`config.mk`:
```
export PLATFORM = sky130hd
export DESIGN_NAME = oscillator_control_register
export DESIGN_NICKNAME = d
export VERILOG_FILES = /design/src/design/osc_pkg.sv /design/src/design/oscillator_control_register.sv
export VERILOG_INCLUDE_DIRS = /design/src /design/src/design
export SDC_FILE = /design/constraint.sdc
export NUM_CORES = 1
export LEC_CHECK = 0
export BUFFER_PORTS_ARGS = -buffer_cell sky130_fd_sc_hd__buf_2
export CORE_AREA = 2 2 93 95
export DETAILED_ROUTE_END_ITERATION = 8
export DIE_AREA = 0 0 95 97
export PLACE_DENSITY = 0.93
export SYNTH_ARGS = -nofsm -noshare
export SYNTH_HDL_FRONTEND = slang
export SYNTH_SLANG_ARGS = --single-unit
```
`constraint.sdc`:
```
create_clock -name clock -period 5.6 [get_ports clock]
set_input_delay 1.4 -clock clock [delete_from_list [all_inputs] [get_ports clock]]
set_output_delay 1.4 -clock clock [all_outputs]
set_load 0.01 [all_outputs]
```
`src/design/osc_params.svh`:
```
// Offsets, field positions, reset values and timing counts of the oscillator control block
`ifndef OSC_PARAMS_SVH
`define OSC_PARAMS_SVH
`define OSC_CTRL_ADDR 4'h0
`define OSC_UNLOCK_ADDR 4'h4
`define OSC_KEY1 32'hAA996655
`define OSC_KEY2 32'h556699AA
`define POS_PLL_ODIV 27
`define POS_FRC_DIV 24
`define POS_SOSC_RDY 22
`define POS_PB_RDY 21
`define POS_PB_DIV 19
`define POS_PLL_MULT 16
`define POS_CUR_SRC 12
`define POS_NEW_SRC 8
`define POS_CLK_LOCK 7
`define POS_USB_LOCK 6
`define POS_PLL_LOCK 5
`define POS_SLP_EN 4
`define POS_CLK_FAIL 3
`define POS_USB_FRC 2
`define POS_SOSC_EN 1
`define POS_SWITCH 0
`define FRC_DIV_RST 3'h1
`define PB_SETTLE_CYC 4'h4
`endif

```
`src/design/osc_pkg.sv`:
```
// Types shared by the oscillator control block
`default_nettype none
package osc_pkg;
    typedef struct packed {
        logic [2:0] pll_output_divide;
        logic [1:0] periph_clock_divide;
        logic [2:0] pll_multiplier;
        logic [2:0] new_source_select;
        logic secondary_osc_enable;
    } osc_cfg_t;
    typedef struct packed {
        logic [2:0] pll_output_divide;
        logic [2:0] fast_rc_divide;
        logic [1:0] periph_clock_divide;
        logic [2:0] pll_multiplier;
        logic [2:0] current_source;
        logic [2:0] new_source_select;
        logic clock_lock;
        logic sleep_enable;
        logic clock_fail;
        logic usb_frc_enable;
        logic secondary_osc_enable;
        logic switch_request;
    } osc_ctrl_t;
    typedef enum logic [1:0] {LOCKED, KEY1_SEEN, UNLOCKED} lock_state_t;
    typedef enum logic {SW_IDLE, SW_SWITCH} switch_state_t;
endpackage
`default_nettype wire

```
`src/design/oscillator_control_register.sv`:
```
// Oscillator control register with unlock guard, clock source switch and clock dividers
//
// The plain strobed port and the register addresses were decided locally.
`timescale 1ns/100ps
`default_nettype none
`include "osc_params.svh"
module oscillator_control_register
    import osc_pkg::*;
#(
    parameter int ADDR_W = 4
) (
    input wire logic clock, // System clock
    input wire logic rst, // Synchronous reset, active high
    input wire logic ce, // Clock enable, freezes state when low
    input wire logic [ADDR_W-1:0] addr, // Register byte address
    input wire logic [31:0] wdata, // Write data
    input wire logic wr_en, // Write strobe
    input wire logic rd_en, // Read strobe
    output logic [31:0] rdata_q, // Read data, cycle after read strobe
    input wire osc_cfg_t cfg, // Configuration bits
    input wire logic sosc_stable, // Secondary oscillator running and stable
    input wire logic pll_lock, // System PLL locked
    input wire logic usb_pll_lock, // USB PLL locked
    input wire logic pll_tick, // One pulse per PLL output cycle
    input wire logic frc_tick, // One pulse per fast RC cycle
    output osc_ctrl_t ctrl_q, // Control fields
    output logic sosc_rdy_q, // Secondary oscillator ready
    output logic pb_rdy_q, // Peripheral divisor writable
    output logic [2:0] div_tick_q // Divided ticks: pll, fast RC, peripheral bus
);

////////////////////////////////////////////////////////////////////////////////
    // Bus decode
    logic ctrl_wr;
    logic unlock_wr;
    logic ctrl_ok;
    lock_state_t lock_q;
    lock_state_t lock_d;
    switch_state_t sw_q;
    switch_state_t sw_d;
    assign ctrl_wr = wr_en && (addr == `OSC_CTRL_ADDR);
    assign unlock_wr = wr_en && (addr == `OSC_UNLOCK_ADDR);
    assign ctrl_ok = ctrl_wr && (lock_q == UNLOCKED);

////////////////////////////////////////////////////////////////////////////////
    // Unlock sequence: key one then key two, consumed by one control write
    always_comb begin
        lock_d = lock_q;
        if (ctrl_wr) begin
            lock_d = LOCKED;
        end else if (unlock_wr) begin
            case (lock_q)
                LOCKED: lock_d = (wdata == `OSC_KEY1) ? KEY1_SEEN : LOCKED;
                KEY1_SEEN: lock_d = (wdata == `OSC_KEY2) ? UNLOCKED : LOCKED;
                UNLOCKED: lock_d = LOCKED;
                default: lock_d = LOCKED;
            endcase
        end
    end

    always_ff @(posedge clock) begin
        if (rst) begin
            lock_q <= LOCKED;
        end else if (ce) begin
            lock_q <= lock_d;
        end
    end

////////////////////////////////////////////////////////////////////////////////
    // Control fields
    osc_ctrl_t ctrl_d;
    logic [3:0] pb_cnt_q;
    logic [3:0] pb_cnt_d;
    logic pb_rdy_d;
    always_comb begin
        ctrl_d = ctrl_q;
        pb_cnt_d = (pb_cnt_q != 4'h0) ? pb_cnt_q - 4'h1 : 4'h0;
        if (sw_q == SW_SWITCH) begin
            ctrl_d.current_source = ctrl_q.new_source_select;
            ctrl_d.switch_request = 1'b0;
        end
        if (ctrl_ok) begin
            ctrl_d.pll_output_divide = wdata[`POS_PLL_ODIV+2:`POS_PLL_ODIV];
            ctrl_d.fast_rc_divide = wdata[`POS_FRC_DIV+2:`POS_FRC_DIV];
            if (pb_rdy_q) begin
                ctrl_d.periph_clock_divide = wdata[`POS_PB_DIV+1:`POS_PB_DIV];
                if (wdata[`POS_PB_DIV+1:`POS_PB_DIV] != ctrl_q.periph_clock_divide) begin
                    pb_cnt_d = `PB_SETTLE_CYC;
                end
            end
            ctrl_d.pll_multiplier = wdata[`POS_PLL_MULT+2:`POS_PLL_MULT];
            ctrl_d.new_source_select = wdata[`POS_NEW_SRC+2:`POS_NEW_SRC];
            ctrl_d.clock_lock = wdata[`POS_CLK_LOCK];
            ctrl_d.sleep_enable = wdata[`POS_SLP_EN];
            ctrl_d.clock_fail = wdata[`POS_CLK_FAIL];
            ctrl_d.usb_frc_enable = wdata[`POS_USB_FRC];
            ctrl_d.secondary_osc_enable = wdata[`POS_SOSC_EN];
            if (wdata[`POS_SWITCH]) begin
                ctrl_d.switch_request = 1'b1;
            end else if (sw_q != SW_SWITCH) begin
                ctrl_d.switch_request = 1'b0;
            end
        end
        pb_rdy_d = (pb_cnt_d == 4'h0);
    end

    always_ff @(posedge clock) begin
        if (rst) begin
            ctrl_q <= '0;
            ctrl_q.pll_output_divide <= cfg.pll_output_divide;
            ctrl_q.fast_rc_divide <= `FRC_DIV_RST;
            ctrl_q.periph_clock_divide <= cfg.periph_clock_divide;
            ctrl_q.pll_multiplier <= cfg.pll_multiplier;
            ctrl_q.new_source_select <= cfg.new_source_select;
            ctrl_q.current_source <= cfg.new_source_select;
            ctrl_q.secondary_osc_enable <= cfg.secondary_osc_enable;
            pb_cnt_q <= 4'h0;
            pb_rdy_q <= 1'b1;
        end else if (ce) begin
            ctrl_q <= ctrl_d;
            pb_cnt_q <= pb_cnt_d;
            pb_rdy_q <= pb_rdy_d;
        end
    end

////////////////////////////////////////////////////////////////////////////////
    // Source switch sequencer
    always_comb begin
        sw_d = sw_q;
        case (sw_q)
            SW_IDLE: sw_d = ctrl_q.switch_request ? SW_SWITCH : SW_IDLE;
            SW_SWITCH: sw_d = SW_IDLE;
            default: sw_d = SW_IDLE;
        endcase
    end

    always_ff @(posedge clock) begin
        if (rst) begin
            sw_q <= SW_IDLE;
        end else if (ce) begin
            sw_q <= sw_d;
        end
    end

////////////////////////////////////////////////////////////////////////////////
    // Status and read data
    logic sosc_rdy_d;
    logic pll_lock_q;
    logic usb_lock_q;
    logic [31:0] rdata_d;
    logic [31:0] view;
    always_comb begin
        sosc_rdy_d = sosc_stable && ctrl_q.secondary_osc_enable;
        view = 32'h0;
        view[`POS_PLL_ODIV+2:`POS_PLL_ODIV] = ctrl_q.pll_output_divide;
        view[`POS_FRC_DIV+2:`POS_FRC_DIV] = ctrl_q.fast_rc_divide;
        view[`POS_SOSC_RDY] = sosc_rdy_q;
        view[`POS_PB_RDY] = pb_rdy_q;
        view[`POS_PB_DIV+1:`POS_PB_DIV] = ctrl_q.periph_clock_divide;
        view[`POS_PLL_MULT+2:`POS_PLL_MULT] = ctrl_q.pll_multiplier;
        view[`POS_CUR_SRC+2:`POS_CUR_SRC] = ctrl_q.current_source;
        view[`POS_NEW_SRC+2:`POS_NEW_SRC] = ctrl_q.new_source_select;
        view[`POS_CLK_LOCK] = ctrl_q.clock_lock;
        view[`POS_USB_LOCK] = usb_lock_q;
        view[`POS_PLL_LOCK] = pll_lock_q;
        view[`POS_SLP_EN] = ctrl_q.sleep_enable;
        view[`POS_CLK_FAIL] = ctrl_q.clock_fail;
        view[`POS_USB_FRC] = ctrl_q.usb_frc_enable;
        view[`POS_SOSC_EN] = ctrl_q.secondary_osc_enable;
        view[`POS_SWITCH] = ctrl_q.switch_request;
        rdata_d = (rd_en && (addr == `OSC_CTRL_ADDR)) ? view : 32'h0;
    end

    always_ff @(posedge clock) begin
        if (rst) begin
            sosc_rdy_q <= 1'b0;
            pll_lock_q <= 1'b0;
            usb_lock_q <= 1'b0;
            rdata_q <= 32'h0;
        end else if (ce) begin
            sosc_rdy_q <= sosc_rdy_d;
            pll_lock_q <= pll_lock;
            usb_lock_q <= usb_pll_lock;
            rdata_q <= rdata_d;
        end
    end

////////////////////////////////////////////////////////////////////////////////
    // Tick dividers: PLL output, fast RC, peripheral bus
    function automatic logic [7:0] last_count(input logic [2:0] code);
        logic [3:0] sh;
        sh = (code == 3'h7) ? 4'h8 : {1'b0, code};
        last_count = 8'(({1'b0, 8'h1} << sh) - 9'h1);
    endfunction

    logic [2:0] tick_in;
    logic [2:0] code [3];
    assign tick_in = {1'b1, frc_tick, pll_tick};
    assign code[0] = ctrl_q.pll_output_divide;
    assign code[1] = ctrl_q.fast_rc_divide;
    assign code[2] = {1'b0, ctrl_q.periph_clock_divide};

    genvar gi;
    generate
        for (gi = 0; gi < 3; gi++) begin : g_div
            logic [7:0] cnt_q;
            logic [7:0] cnt_d;
            logic tick_d;
            // Count input ticks and pulse at the last one
            always_comb begin
                cnt_d = cnt_q;
                tick_d = 1'b0;
                if (tick_in[gi]) begin
                    if (cnt_q >= last_count(code[gi])) begin
                        cnt_d = 8'h0;
                        tick_d = 1'b1;
                    end else begin
                        cnt_d = cnt_q + 8'h1;
                    end
                end
            end

            always_ff @(posedge clock) begin
                if (rst) begin
                    cnt_q <= 8'h0;
                    div_tick_q[gi] <= 1'b0;
                end else if (ce) begin
                    cnt_q <= cnt_d;
                    div_tick_q[gi] <= tick_d;
                end
            end

            chk_div_terminal: assert property (@(posedge clock) disable iff (rst)
                ce && tick_in[gi] && (cnt_q == last_count(code[gi])) |=> div_tick_q[gi])
                else $error("divider missed its terminal count");
        end
    endgenerate

////////////////////////////////////////////////////////////////////////////////
    // Checks
    chk_rsvd_zero: assert property (@(posedge clock) disable iff (rst)
        rdata_q[31:30] == 2'h0 && !rdata_q[23])
        else $error("reserved read bits not zero");

    chk_reset_defaults: assert property (@(posedge clock) disable iff (rst)
        $fell(rst) |-> ctrl_q.fast_rc_divide == `FRC_DIV_RST)
        else $error("fast RC divider reset value wrong");

    chk_cfg_load: assert property (@(posedge clock) disable iff (rst)
        $fell(rst) |-> ctrl_q.periph_clock_divide == $past(cfg.periph_clock_divide)
            && ctrl_q.pll_output_divide == $past(cfg.pll_output_divide))
        else $error("configuration bits not loaded");

    chk_locked_reject: assert property (@(posedge clock) disable iff (rst)
        ce && ctrl_wr && lock_q != UNLOCKED && sw_q == SW_IDLE |=> $stable(ctrl_q))
        else $error("locked write changed control");

    chk_periph_clock_divide_guard: assert property (@(posedge clock) disable iff (rst)
        ce && ctrl_wr && !pb_rdy_q |=> $stable(ctrl_q.periph_clock_divide))
        else $error("peripheral divisor written while busy");

    chk_switch_done: assert property (@(posedge clock) disable iff (rst)
        ce && sw_q == SW_SWITCH && !ctrl_ok |=> !ctrl_q.switch_request
            && ctrl_q.current_source == $past(ctrl_q.new_source_select))
        else $error("source switch not completed");

    chk_sosc_ready: assert property (@(posedge clock) disable iff (rst)
        ce |=> sosc_rdy_q == $past(sosc_stable && ctrl_q.secondary_osc_enable))
        else $error("secondary ready flag wrong");

    chk_field_pos: assert property (@(posedge clock) disable iff (rst)
        ce && rd_en && addr == `OSC_CTRL_ADDR |=> rdata_q[29:27] == $past(ctrl_q.pll_output_divide)
            && rdata_q[20:19] == $past(ctrl_q.periph_clock_divide))
        else $error("field position wrong in read data");

    chk_status_view: assert property (@(posedge clock) disable iff (rst)
        ce && rd_en && addr == `OSC_CTRL_ADDR
            |=> rdata_q[22:21] == $past({sosc_rdy_q, pb_rdy_q}))
        else $error("status bits wrong in read data");

    chk_write_taken: assert property (@(posedge clock) disable iff (rst)
        ce && ctrl_ok |=> ctrl_q.fast_rc_divide == $past(wdata[`POS_FRC_DIV+2:`POS_FRC_DIV]))
        else $error("unlocked write not taken");

    chk_switch_start: assert property (@(posedge clock) disable iff (rst)
        ce && sw_q == SW_IDLE && ctrl_q.switch_request |=> sw_q == SW_SWITCH)
        else $error("switch request not started");

    chk_write_relock: assert property (@(posedge clock) disable iff (rst)
        ce && ctrl_wr |=> lock_q == LOCKED)
        else $error("control write did not relock");
endmodule
`default_nettype wire

```
==> results of run 1 <==
==> through the flow <==
| stage | cells | worst slack [ps] | cell area (sq um) |
|---|---|---|---|
| floorplan | 508 | 2950 | 4540 |
| global placement | 692 | 2400 | 5080 |
| detailed placement | 692 | 2240 | 5080 |
| CTS | 708 | 2600 | 5270 |
| global route | 708 | 2410 | 5270 |
| finish | 708 | 2560 | 5270 |
==> final timing paths <==
check	end	slack, ps	cells past startpoint
min	rdata_q[29]	460	2
min reg2reg	rdata_q[29]	460	2
max	g_div[1].cnt_q[2]	2560	6
max reg2reg	g_div[2].cnt_q[3]	2810	8
==> registers in the layout, indices dropped and copies added (netlist names) <==
name / count
ctrl_q: 23
div_tick_q: 3
g_div.cnt_q: 24
lock_q: 2
pb_cnt_q: 4
pb_rdy_q: 1
pll_lock_q: 1
rdata_q: 27
sosc_rdy_q: 1
sw_q: 1
usb_lock_q: 1
==> power by group through the flow <==
| stage | logic [uW] | registers [uW] | clock network [uW] |
|---|---|---|---|
| floorplan | 79.4 | 688 | 0 |
| global placement | 127 | 690 | 0 |
| detailed placement | 133 | 691 | 0 |
| CTS | 135 | 676 | 435 |
| global route | 150 | 679 | 458 |
| finish | 137 | 677 | 430 |
==> Yosys cell counts, types with 2 or more instances <==
cell type	count	share of area (%)
mux2i_1	4	0.89
a211o_1	2	0.39
ha_1	28	7.8
nor4bb_1	5	1.1
o21a_1	2	0.33
xor2_1	4	0.78
buf_4	10	1.7
a21o_1	3	0.50
dfxtp_1	73	32
conb_1	2	0.17
or3_1	2	0.28
clkbuf_1	15	1.2
and2_1	5	0.69
nor4_1	20	2.8
a2111oi_0	2	0.39
or4_1	6	1.0
a21oi_1	43	4.8
nand4_1	6	0.83
nor2_1	19	1.6
nor3_1	11	1.2
and4b_1	2	0.44
o21ai_0	6	0.67
inv_1	13	1.1
and3_1	4	0.55
a311o_1	2	0.44
a22o_1	21	4.1
nor3b_1	2	0.33
o31a_1	4	0.78
edfxtp_1	15	10
nand2_1	65	5.4
buf_2	5	0.55
nor4b_1	4	0.78
nand4b_1	2	0.39
nand3_1	43	4.8
o21ai_1	2	0.22
nor2b_1	6	0.83
buf_1	7	0.58
a211oi_1	8	1.3
xnor2_1	15	2.9
a41oi_1	2	0.39
==> metal layers <==
metal,vias to the layer above,wire [um],part of all wire [%]
li1,2035,-,-
met1,2040,4720,38
met5,-,0,0
met3,51,1010,8.2
met2,236,6060,49
met4,0,532,4.3
==> cell families after synthesis <==
kind of cell,after synthesis,share of synthesized area [%]
buf+inv,50,5.13
flops,88,42.3
simple gates,208,24.6
compound gates,103,15.4
fa+ha+maj,28,7.76
other cells,2,0.166
xor+xnor,19,3.69
mux,4,0.887
==> worst register-to-register path, cell delays in order (launching register included) <==
cell and delay (ps):
edfxtp_1 510, and2_1 240, inv_1 90, ha_1 320, ha_1 280, nor2_1 40
nor3_1 590, a21oi_1 270, a311o_1 330
==> area by class of cell <==
cell class              count  area share, %
clock buffers               9           2.35
multi-input cells         370           45.4
well taps                 105           2.49
flip-flops and latches     88           36.3
clock inverters             7           1.31
inverters                  13          0.926
repair buffers            116           11.2
==> metrics.md, run 1 <==
| Metric | Value |
|---|---|
| Pwr Total | roughly 1200 uW |
| Total GRT Usage | between 20 and 30% |
| Clock Pin Slew Worst Setup and Hold Paths | ~100 ps |
| Peak supply drop | 150 uV |
| First-pass GRT wire length | ~20000 um |
| WL/cell | 17.4 um |
| Routability Congestion | 0.915 |
| Final hold violations | 0 |
| Layout Utilization | between 60% and 70% |
| Setup tns final | 0 ps |
| P_int | around 890 uW |
| # IOs | between 100 and 150 |
| H-tree depth | 3 |
| Max Cap Viol | 0 |
| Clock period minus worst slack | 3040 ps |
| Achievable Freq | about 330 MHz |
| Width of the die | between 90 and 100 um |
| CP Capture Type | flip-flop |
| Synth Register Bits | 88 |
| Grt total ovfl | 0 |
| Comb pwr share | between 10% and 20% |
| Syn_area_per_cell | approximately 9.0 sq um |
| Area grow syn2layout | 16.7% |
| Die area | between 0.009 and 0.01 sq mm |
| Commonest non-fill, non-tap cell in the layout | buf_2 |
| Gr busiest metal | met2 |
| Chip height | around 97 um |
| DR pass1 iterations | 5 |
| Final worst-path cycle share | 54.2% |
| Synth Instances | about 500 |
| Share of total power in the clock network | around a third |
| Layout cells sized above 1 | about 23% |
| Initial DRC count | roughly 450 |
| CTS hold repair buffers | 0 |
| CP Launch Point | ce |
| Mapped Area | roughly 0.0045 sq mm |
| Crit path kind | in -> reg |
| Max Slew Vio Count | 0 |
| DR vias | around 4400 |
| Fillers | ~620 |
| Largest net degree at the start of global routing | 51 |
| Register area share after synthesis | between 40% and 50% |
| Met3 Usage GRT | approximately 4.6% |
| Sequential Power Share | a little over half |
| CTS tree | yes |
| Slew @ Worst Pin | approximately 860 ps |
| Synth unique cells | 52 |
| Vias in the first global route | 4276 |
| Req. time, crit path | a little under 6000 ps |
| Initial antenna violation count | 0 |
| Endpoints failing setup | 0 |
| Clock latency on the worst-skew pair | between 300 and 400 ps |
| Critical R2R Launch | ctrl_q[16] |
| Net Sw Power | 355 uW |
| Fin nets | slightly below 700 |
| Root Buffer | clkbuf_8 |
| Dpl hpwl | about 9000 um |
| Detail Route Antenna Nets | 0 |
| Num rows | 33 |
| PwrDens | between 200 and 250 mW/mm^2 |
| Buf/Inv on CP | 2 |
| Final hold slack | approximately 460 ps |
| Slowest Stage Delay on Critical Path | about 430 ps |
| CP Max Fanout | 34 |
| IO buf count | 112 |
| Register area | 0.00191 sq mm |
| Met2 Use GR | about 45% |
| Kind of cell adding the most delay to the critical path | buffers and inverters |
| Initial core utilization | between 50% and 60% |
| Lkg Pwr | around 0.0022 uW |
| CTS Buf Count | 9 |
| RSZ-0062 raised after global routing | false |
| EDFF count, synth | 15 |
| Switch share | between 20% and 30% |
| Multi-input logic area | ~0.0024 sq mm |
| Clock Path Buffers | 2 |
| Met1 GRT Util | 33.3% |
| N_diodes | 0 |
| Final clock skew | 10.8 ps |
| Ys async rst share | 0% |
| Slowest stage cell, crit path | buf_2 |
| Num Clock Sinks | roughly 90 |
| Crit path DAT | about 3300 ps |
| Post-CTS repair timing setup buffer count | 0 |
| Number of vias per cell | 6.16 |
| Slew margin rel. | between 40% and 50% |
| Placeable Area | just over 0.008 sq mm |
| PostCTS Resize Cnt | 0 |
| Synthesis Warnings | 0 |
| Most frequent cells in the layout | buf_2, dfxtp_1, nand2_1 |
| DRC viols | 0 |
| Final wirelength | roughly 12000 um |
| Min-delay worst type | reg -> reg |
| Ys flop type | dfxtp_1 |
| Hold Crit Start | rdata_q[29] |
| Worst setup SP type | input pin |
| CP Cell Sequence | buf_2 > buf_4 > nand2_1 > nor3_1 > o31a_1 > nor4_1 |
| Status | completed |
Note: power is estimated with default switching activity, not from simulation.
==> inputs of run 2 (changes only) <==
CORE_AREA = 2 2 100 102   (was 2 2 93 95)
DIE_AREA = 0 0 102 104   (was 0 0 95 97)
PLACE_DENSITY = 0.86   (was 0.93)
clock period = 2.6 ns   (was 5.6 ns; I/O delays follow)
==> run 2 against run 1 <==
Net effect:
- global-route usage decreased by 3.7 points
- non-clock buffer count increased by 8
- via count decreased by 2.7%
- critical endpoint is now g_div[2].cnt_q[2]
- largest cell class unchanged
- largest power group unchanged
==> metrics.md, run 2 (synthesis results as in run 1) <==
| Metric | Value |
|---|---|
| Status | completed |
| Crit path kind | reg -> reg |
| Worst Setup Slack, final | 226 ps (-2340 ps) |
| CP Cell Sequence | and2_1 > inv_1 > ha_1 > ha_1 > a211oi_1 > o21ai_1 > a2111oi_0 > a211o_1 |
| RSZ-0062 raised after global routing | false |
| Clock Path Buffers | 2 (unchanged) |
| Largest Register | rdata_q |
| Commonest non-fill, non-tap cell in the layout | buf_2 |
| # IOs | 118 (unchanged) |
| Levels on crit path | 8 (+2) |
| IO buf count | 112 (unchanged) |
| H-tree depth | 3 (unchanged) |
| Layout cells sized above 1 | 23.1% (+0.52 points) |
| Initial antenna violation count | 0 (unchanged) |
| Total GRT Usage | 23.4% (-3.7 points) |
| Sequential Power Share | 55.4% (+1.0 points) |
| Worst setup SP type | flip-flop |
| Post-CTS repair timing setup buffer count | 0 (unchanged) |
| Fin nets | 692 (+1.2%) |
| Final clock skew | 12.7 ps (+1.97 ps) |
| Setup WS pre-CTS | 261 ps (-1980 ps) |
| Final worst-path cycle share | about nine tenths |
| Grt total ovfl | 0 (unchanged) |
| PostCTS Resize Cnt | 0 (unchanged) |
| Die area | 0.0106 sq mm (+15%) |
| Largest regs | rdata_q (27), g_div.cnt_q (24), ctrl_q (23) |
| CTS Buf Count | 9 (unchanged) |
| CP Capture Type | flip-flop |
| Achievable Freq | about 420 MHz |
| DRC viols | 0 (unchanged) |
| Setup tns final | 0 ps (unchanged) |
| Lkg Pwr | 0.00219 uW (+1.2%) |
| Final wirelength | 12300 um (-0.48%) |
| Initial DRC count | 269 (-41%) |
| Most frequent CP cell | ha_1 |
| Clock period minus worst slack | roughly 2400 ps |
| Max reg flops | 27 (unchanged) |
| Width of the die | 102 um (+7.4%) |
| Clock latency on the worst-skew pair | 370 ps (about the same) |
| Number of vias per cell | 5.71 (-7.4%) |
| Req. time, crit path | 2910 ps (-2900 ps) |
| Dpl hpwl | 9340 um (+3.9%) |
| Buf/Inv on CP | 1 (-1) |
| CTS tree | yes |
| Clock Pin Slew Worst Setup and Hold Paths | 90 ps (about the same) |
| Root Buffer | clkbuf_8 |
| Share of total power in the clock network | 33.0% (-1.6 points) |
| Worst-case reg-to-reg path depth | 8 (unchanged) |
| Slowest stage cell, crit path | a2111oi_0 |
| P_int | 1930 uW (+120%) |
| CP Max Fanout | 7 (-79%) |
| CTS hold repair buffers | 0 (unchanged) |
| PwrDens | 490 mW/mm^2 (+110%) |
| Hold Path Depth | 2 (unchanged) |
| First-pass GRT wire length | 19800 um (-1.3%) |
| Initial core utilization | 47.3% (-8.2 points) |
| WL/cell | 16.5 um (-5.3%) |
| Detail Route Antenna Nets | 0 (unchanged) |
| Num rows | 36 (+9.1%) |
| Kind of cell adding the most delay to the critical path | compound AO/OA/AOI/OAI gates |
| Chip height | 104 um (+7.2%) |
| Max Slew Vio Count | 0 (unchanged) |
| Min-delay worst type | reg -> reg |
| Placeable Area | 0.00955 sq mm (+17%) |
| Final hold violations | 0 (unchanged) |
| DR pass1 iterations | 5 (unchanged) |
| Comb pwr share | 11.6% (+0.6 points) |
| Endpoints failing setup | 0 (unchanged) |
| Routability Congestion | 0.920 (+0.57%) |
| Most frequent cells in the layout | buf_2, dfxtp_1, nand2_1 |
| Crit path DAT | 2680 ps (-570 ps) |
| Slew @ Worst Pin | 712 ps (-151 ps) |
| Vias in the first global route | 4141 (-3.2%) |
| Num Clock Sinks | 88 (unchanged) |
| N_diodes | 0 (unchanged) |
| Area grow syn2layout | 18.4% |
| DR vias | 4246 (-2.7%) |
| Switch share | 26.2% (-2.3 points) |
| Slowest Stage Delay on Critical Path | 510 ps (+80 ps) |
| Max Cap Viol | 0 (unchanged) |
| Net Sw Power | 686 uW (+93%) |
| Peak supply drop | 328 uV (+120%) |
| Largest net degree at the start of global routing | 32 (-37%) |
| Slew margin rel. | 52.5% (+10 points) |
-- run 2: cell count changes in the layout (fill, tap and decap cells not counted), sizes merged --
| cell | change |
|---|---|
| clkinvlp | +1 |
| buf | +8 |
| clkbuf | +3 |
| inv | -6 |
| clkinv | +2 |
-- run 2: worst min-delay path, cell delays in order (launching register included) --
cell     delay, ps
dfxtp_1        310
nand2_1         60
a21oi_1         50
-- run 2: final cells by class --
cell class,instances,area [sq um]
flip-flops and latches,88,1910
inverters,13,48.8
well taps,133,166
fillers,872,4200
multi-input cells,370,2390
clock buffers,12,155
repair buffers,124,651
clock inverters,4,20.0
-- run 2: per-stage QoR --
step / utilization, % / std cells / hold slack (ps) / instance area [sq um] / total power (uW)
after detailed placement: 54.2 / 728 / 452 / 5170 / 1780
after floorplan: - / 508 / 440 / 4540 / 1650
after global routing: 56.0 / 744 / 486 / 5350 / 2720
after CTS: 56.0 / 744 / 463 / 5350 / 2630
after global placement: 54.2 / 728 / 448 / 5170 / 1770
final: 56.0 / 744 / 460 / 5350 / 2620
-- run 2: layer usage --
metal | track usage, % | vias to the layer above | routed length [um]
li1 | - | 2037 | -
met5 | 0 | - | 0
met1 | 30.3 | 2011 | 5120
met4 | 8.38 | 0 | 283
met3 | 3.76 | 27 | 771
met2 | 39.2 | 171 | 6090
-- run 2: power groups by stage --
| stage | Clock [uW] | Combinational (uW) | Sequential (uW) |
|---|---|---|---|
| finish | 864 | 304 | 1450 |
| global route | 929 | 336 | 1450 |
| CTS | 874 | 303 | 1450 |
| detailed placement | 0 | 300 | 1480 |
| global placement | 0 | 289 | 1480 |
| floorplan | 0 | 171 | 1480 |
-- run 2: path summary, 6_finish.rpt --
kind | start | endpoint | slack [ps]
max | ctrl_q[16] | g_div[2].cnt_q[2] | 230
min | rdata_q[20] | rdata_q[20] | 460
max reg2reg | ctrl_q[16] | g_div[2].cnt_q[2] | 230
min reg2reg | rdata_q[20] | rdata_q[20] | 460
==> inputs of run 3 (changes only) <==
==> constraint.sdc (replaced) <==
create_clock -name clock -period 2.6 [get_ports clock]
set_input_delay 0.13 -clock clock [delete_from_list [all_inputs] [get_ports clock]]
set_output_delay 0.13 -clock clock [all_outputs]
set_load 0.01 [all_outputs]
==> run 3 against run 2 <==
Net effect:
- wire length is 0.89% lower
- die area stayed put
- non-clock buffer count stayed put
- register-to-register slack better by 40 ps
- cell count stayed put
- combinational power is 1% higher
- first-iteration DRC count is 12% higher
- via count stayed put
- clock power is 23% higher
==> metrics.md, run 3 (synthesis results as in run 1) <==
| Metric | Value |
|---|---|
| Layout cells sized above 1 | 22.9% (-0.16 points) |
| Achievable Freq | 429 MHz (+1.7%) |
| Largest Register | rdata_q |
| Max Slew Vio Count | 0 (unchanged) |
| Routability Congestion | 0.942 (+2.4%) |
| Clock Path Buffers | 2 (unchanged) |
| Clock Pin Slew Worst Setup and Hold Paths | 90 ps (about the same) |
| Final wirelength | 12200 um (-0.89%) |
| Post-CTS repair timing setup buffer count | 0 (unchanged) |
| Lkg Pwr | 0.00220 uW (+0.57%) |
| CTS Buf Count | 9 (unchanged) |
| Pwr Total | 2820 uW (+7.6%) |
| Crit path kind | reg -> reg |
| Fin nets | 692 (unchanged) |
| Detail Route Antenna Nets | 0 (unchanged) |
| Endpoints failing setup | 0 (unchanged) |
| DRC viols | 0 (unchanged) |
| Worst setup SP type | flip-flop |
| Hold Crit Start | wdata[26] |
| Max Cap Viol | 0 (unchanged) |
| IO buf count | 112 (unchanged) |
| Most frequent cells in the layout | buf_2, dfxtp_1, nand2_1 |
| Final clock skew | 9.52 ps (-3.21 ps) |
| CP Launch Point | ctrl_q[16] |
| Initial core utilization | 47.3% (unchanged) |
| Commonest non-fill, non-tap cell in the layout | buf_2 |
| H-tree depth | 3 (unchanged) |
| RSZ-0062 raised after global routing | false |
| Vias in the first global route | 4035 (-2.6%) |
| Peak supply drop | 299 uV (-8.7%) |
| CTS tree | yes |
| Die area | 0.0106 sq mm (unchanged) |
| First-pass GRT wire length | 19500 um (-1.9%) |
| Area grow syn2layout | 19.6% |
| CP Max Fanout | 7 (unchanged) |
| Root Buffer | clkbuf_8 |
| CTS hold repair buffers | 3 (+3) |
| Total GRT Usage | 23.1% (-0.36 points) |
| Dpl hpwl | 9010 um (-3.5%) |
| Chip height | 104 um (unchanged) |
| PwrDens | 522 mW/mm^2 (+6.5%) |
| Max reg flops | 27 (unchanged) |
| Status | completed |
| Worst reg2reg endpoint | g_div[2].cnt_q[2] |
| Capture point of the critical path | g_div[2].cnt_q[2] |
| Largest regs | rdata_q (27), g_div.cnt_q (24), ctrl_q (23) |
| # IOs | 118 (unchanged) |
| Req. time, crit path | 2920 ps (about the same) |
| Final worst-path cycle share | 89.7% (-1.6 points) |
| CP Capture Type | flip-flop |
| WL/cell | 16.3 um (-0.89%) |
| N_diodes | 0 (unchanged) |
| DR pass1 iterations | 5 (unchanged) |
| Placeable Area | 0.00955 sq mm (unchanged) |
| Width of the die | 102 um (unchanged) |
| PostCTS Resize Cnt | 0 (unchanged) |
| Final hold slack | 15.3 ps (-445 ps) |
| Number of vias per cell | 5.71 (unchanged) |
| DR vias | 4246 (unchanged) |
| Clock period minus worst slack | 2330 ps (-40.4 ps) |
| Num rows | 36 (unchanged) |
| Initial DRC count | 302 (+12%) |
| Clock latency on the worst-skew pair | 370 ps (about the same) |
| Initial antenna violation count | 0 (unchanged) |
| Worst-case reg-to-reg path depth | 8 (unchanged) |
| Num Clock Sinks | 88 (unchanged) |
| Grt total ovfl | 0 (unchanged) |
| Critical R2R Launch | ctrl_q[16] |
| Slew margin rel. | 52.0% (-0.56 points) |
| Slew @ Worst Pin | 720 ps (+8.37 ps) |
| Final hold violations | 0 (unchanged) |
| Setup tns final | 0 ps (unchanged) |
| Crit path DAT | 2650 ps (-30 ps) |
| Largest net degree at the start of global routing | 41 (+28%) |
| Reg2Reg Setup Slack | 270 ps (+40 ps) |
| Min-delay worst type | in -> reg |
==> run 3: per-stage QoR <==
step	setup slack, ps	instance area, sq um	utilization [%]	instances
2_1_floorplan	293	4540	-	508
3_3_place_gp	438	5150	53.9	725
3_5_place_dp	330	5150	53.9	725
4_1_cts	314	5400	56.6	744
5_1_grt	187	5400	56.6	744
6_report	267	5400	56.6	744
==> run 3: how the worst min path moves through the flow <==
stage	cells after the start	slack, ps	to
2_1_floorplan	2	260	ctrl_q[17]
3_3_place_gp	3	360	pll_lock_q
3_5_place_dp	2	380	ctrl_q[19]
4_1_cts	2	2	ctrl_q[2]
5_1_grt	2	2	ctrl_q[19]
6_report	2	20	ctrl_q[19]
==> run 3: worst max-delay path, cell delays in order (launching register included) <==
cell,delay (ps)
edfxtp_1,470
and2_1,210
inv_1,70
ha_1,230
ha_1,200
a211oi_1,200
o21ai_1,200
a2111oi_0,540
a211o_1,160
==> run 3: where the power goes <==
group	switching (uW)	internal [uW]	total, uW	leakage [uW]
sequential	30.8	1420	1450	0.000736
clock	514	546	1060	0.000103
combinational	184	125	308	0.00136
==> run 3: cell type report <==
class / instances / area [sq um]
timing repair buffer: 124 / 658
clock buffer: 10 / 128
clock inverter: 6 / 92.6
multi-input combinational: 370 / 2390
inverter: 13 / 48.8
sequential: 88 / 1910
fill: 847 / 4150
tap: 133 / 166
==> run 3: layer usage <==
metal	global-route usage (%)	share of wire, %
met1	30.1	42
met2	36.9	49
met3	4.57	6.4
met4	9.90	2.9
met5	0	0
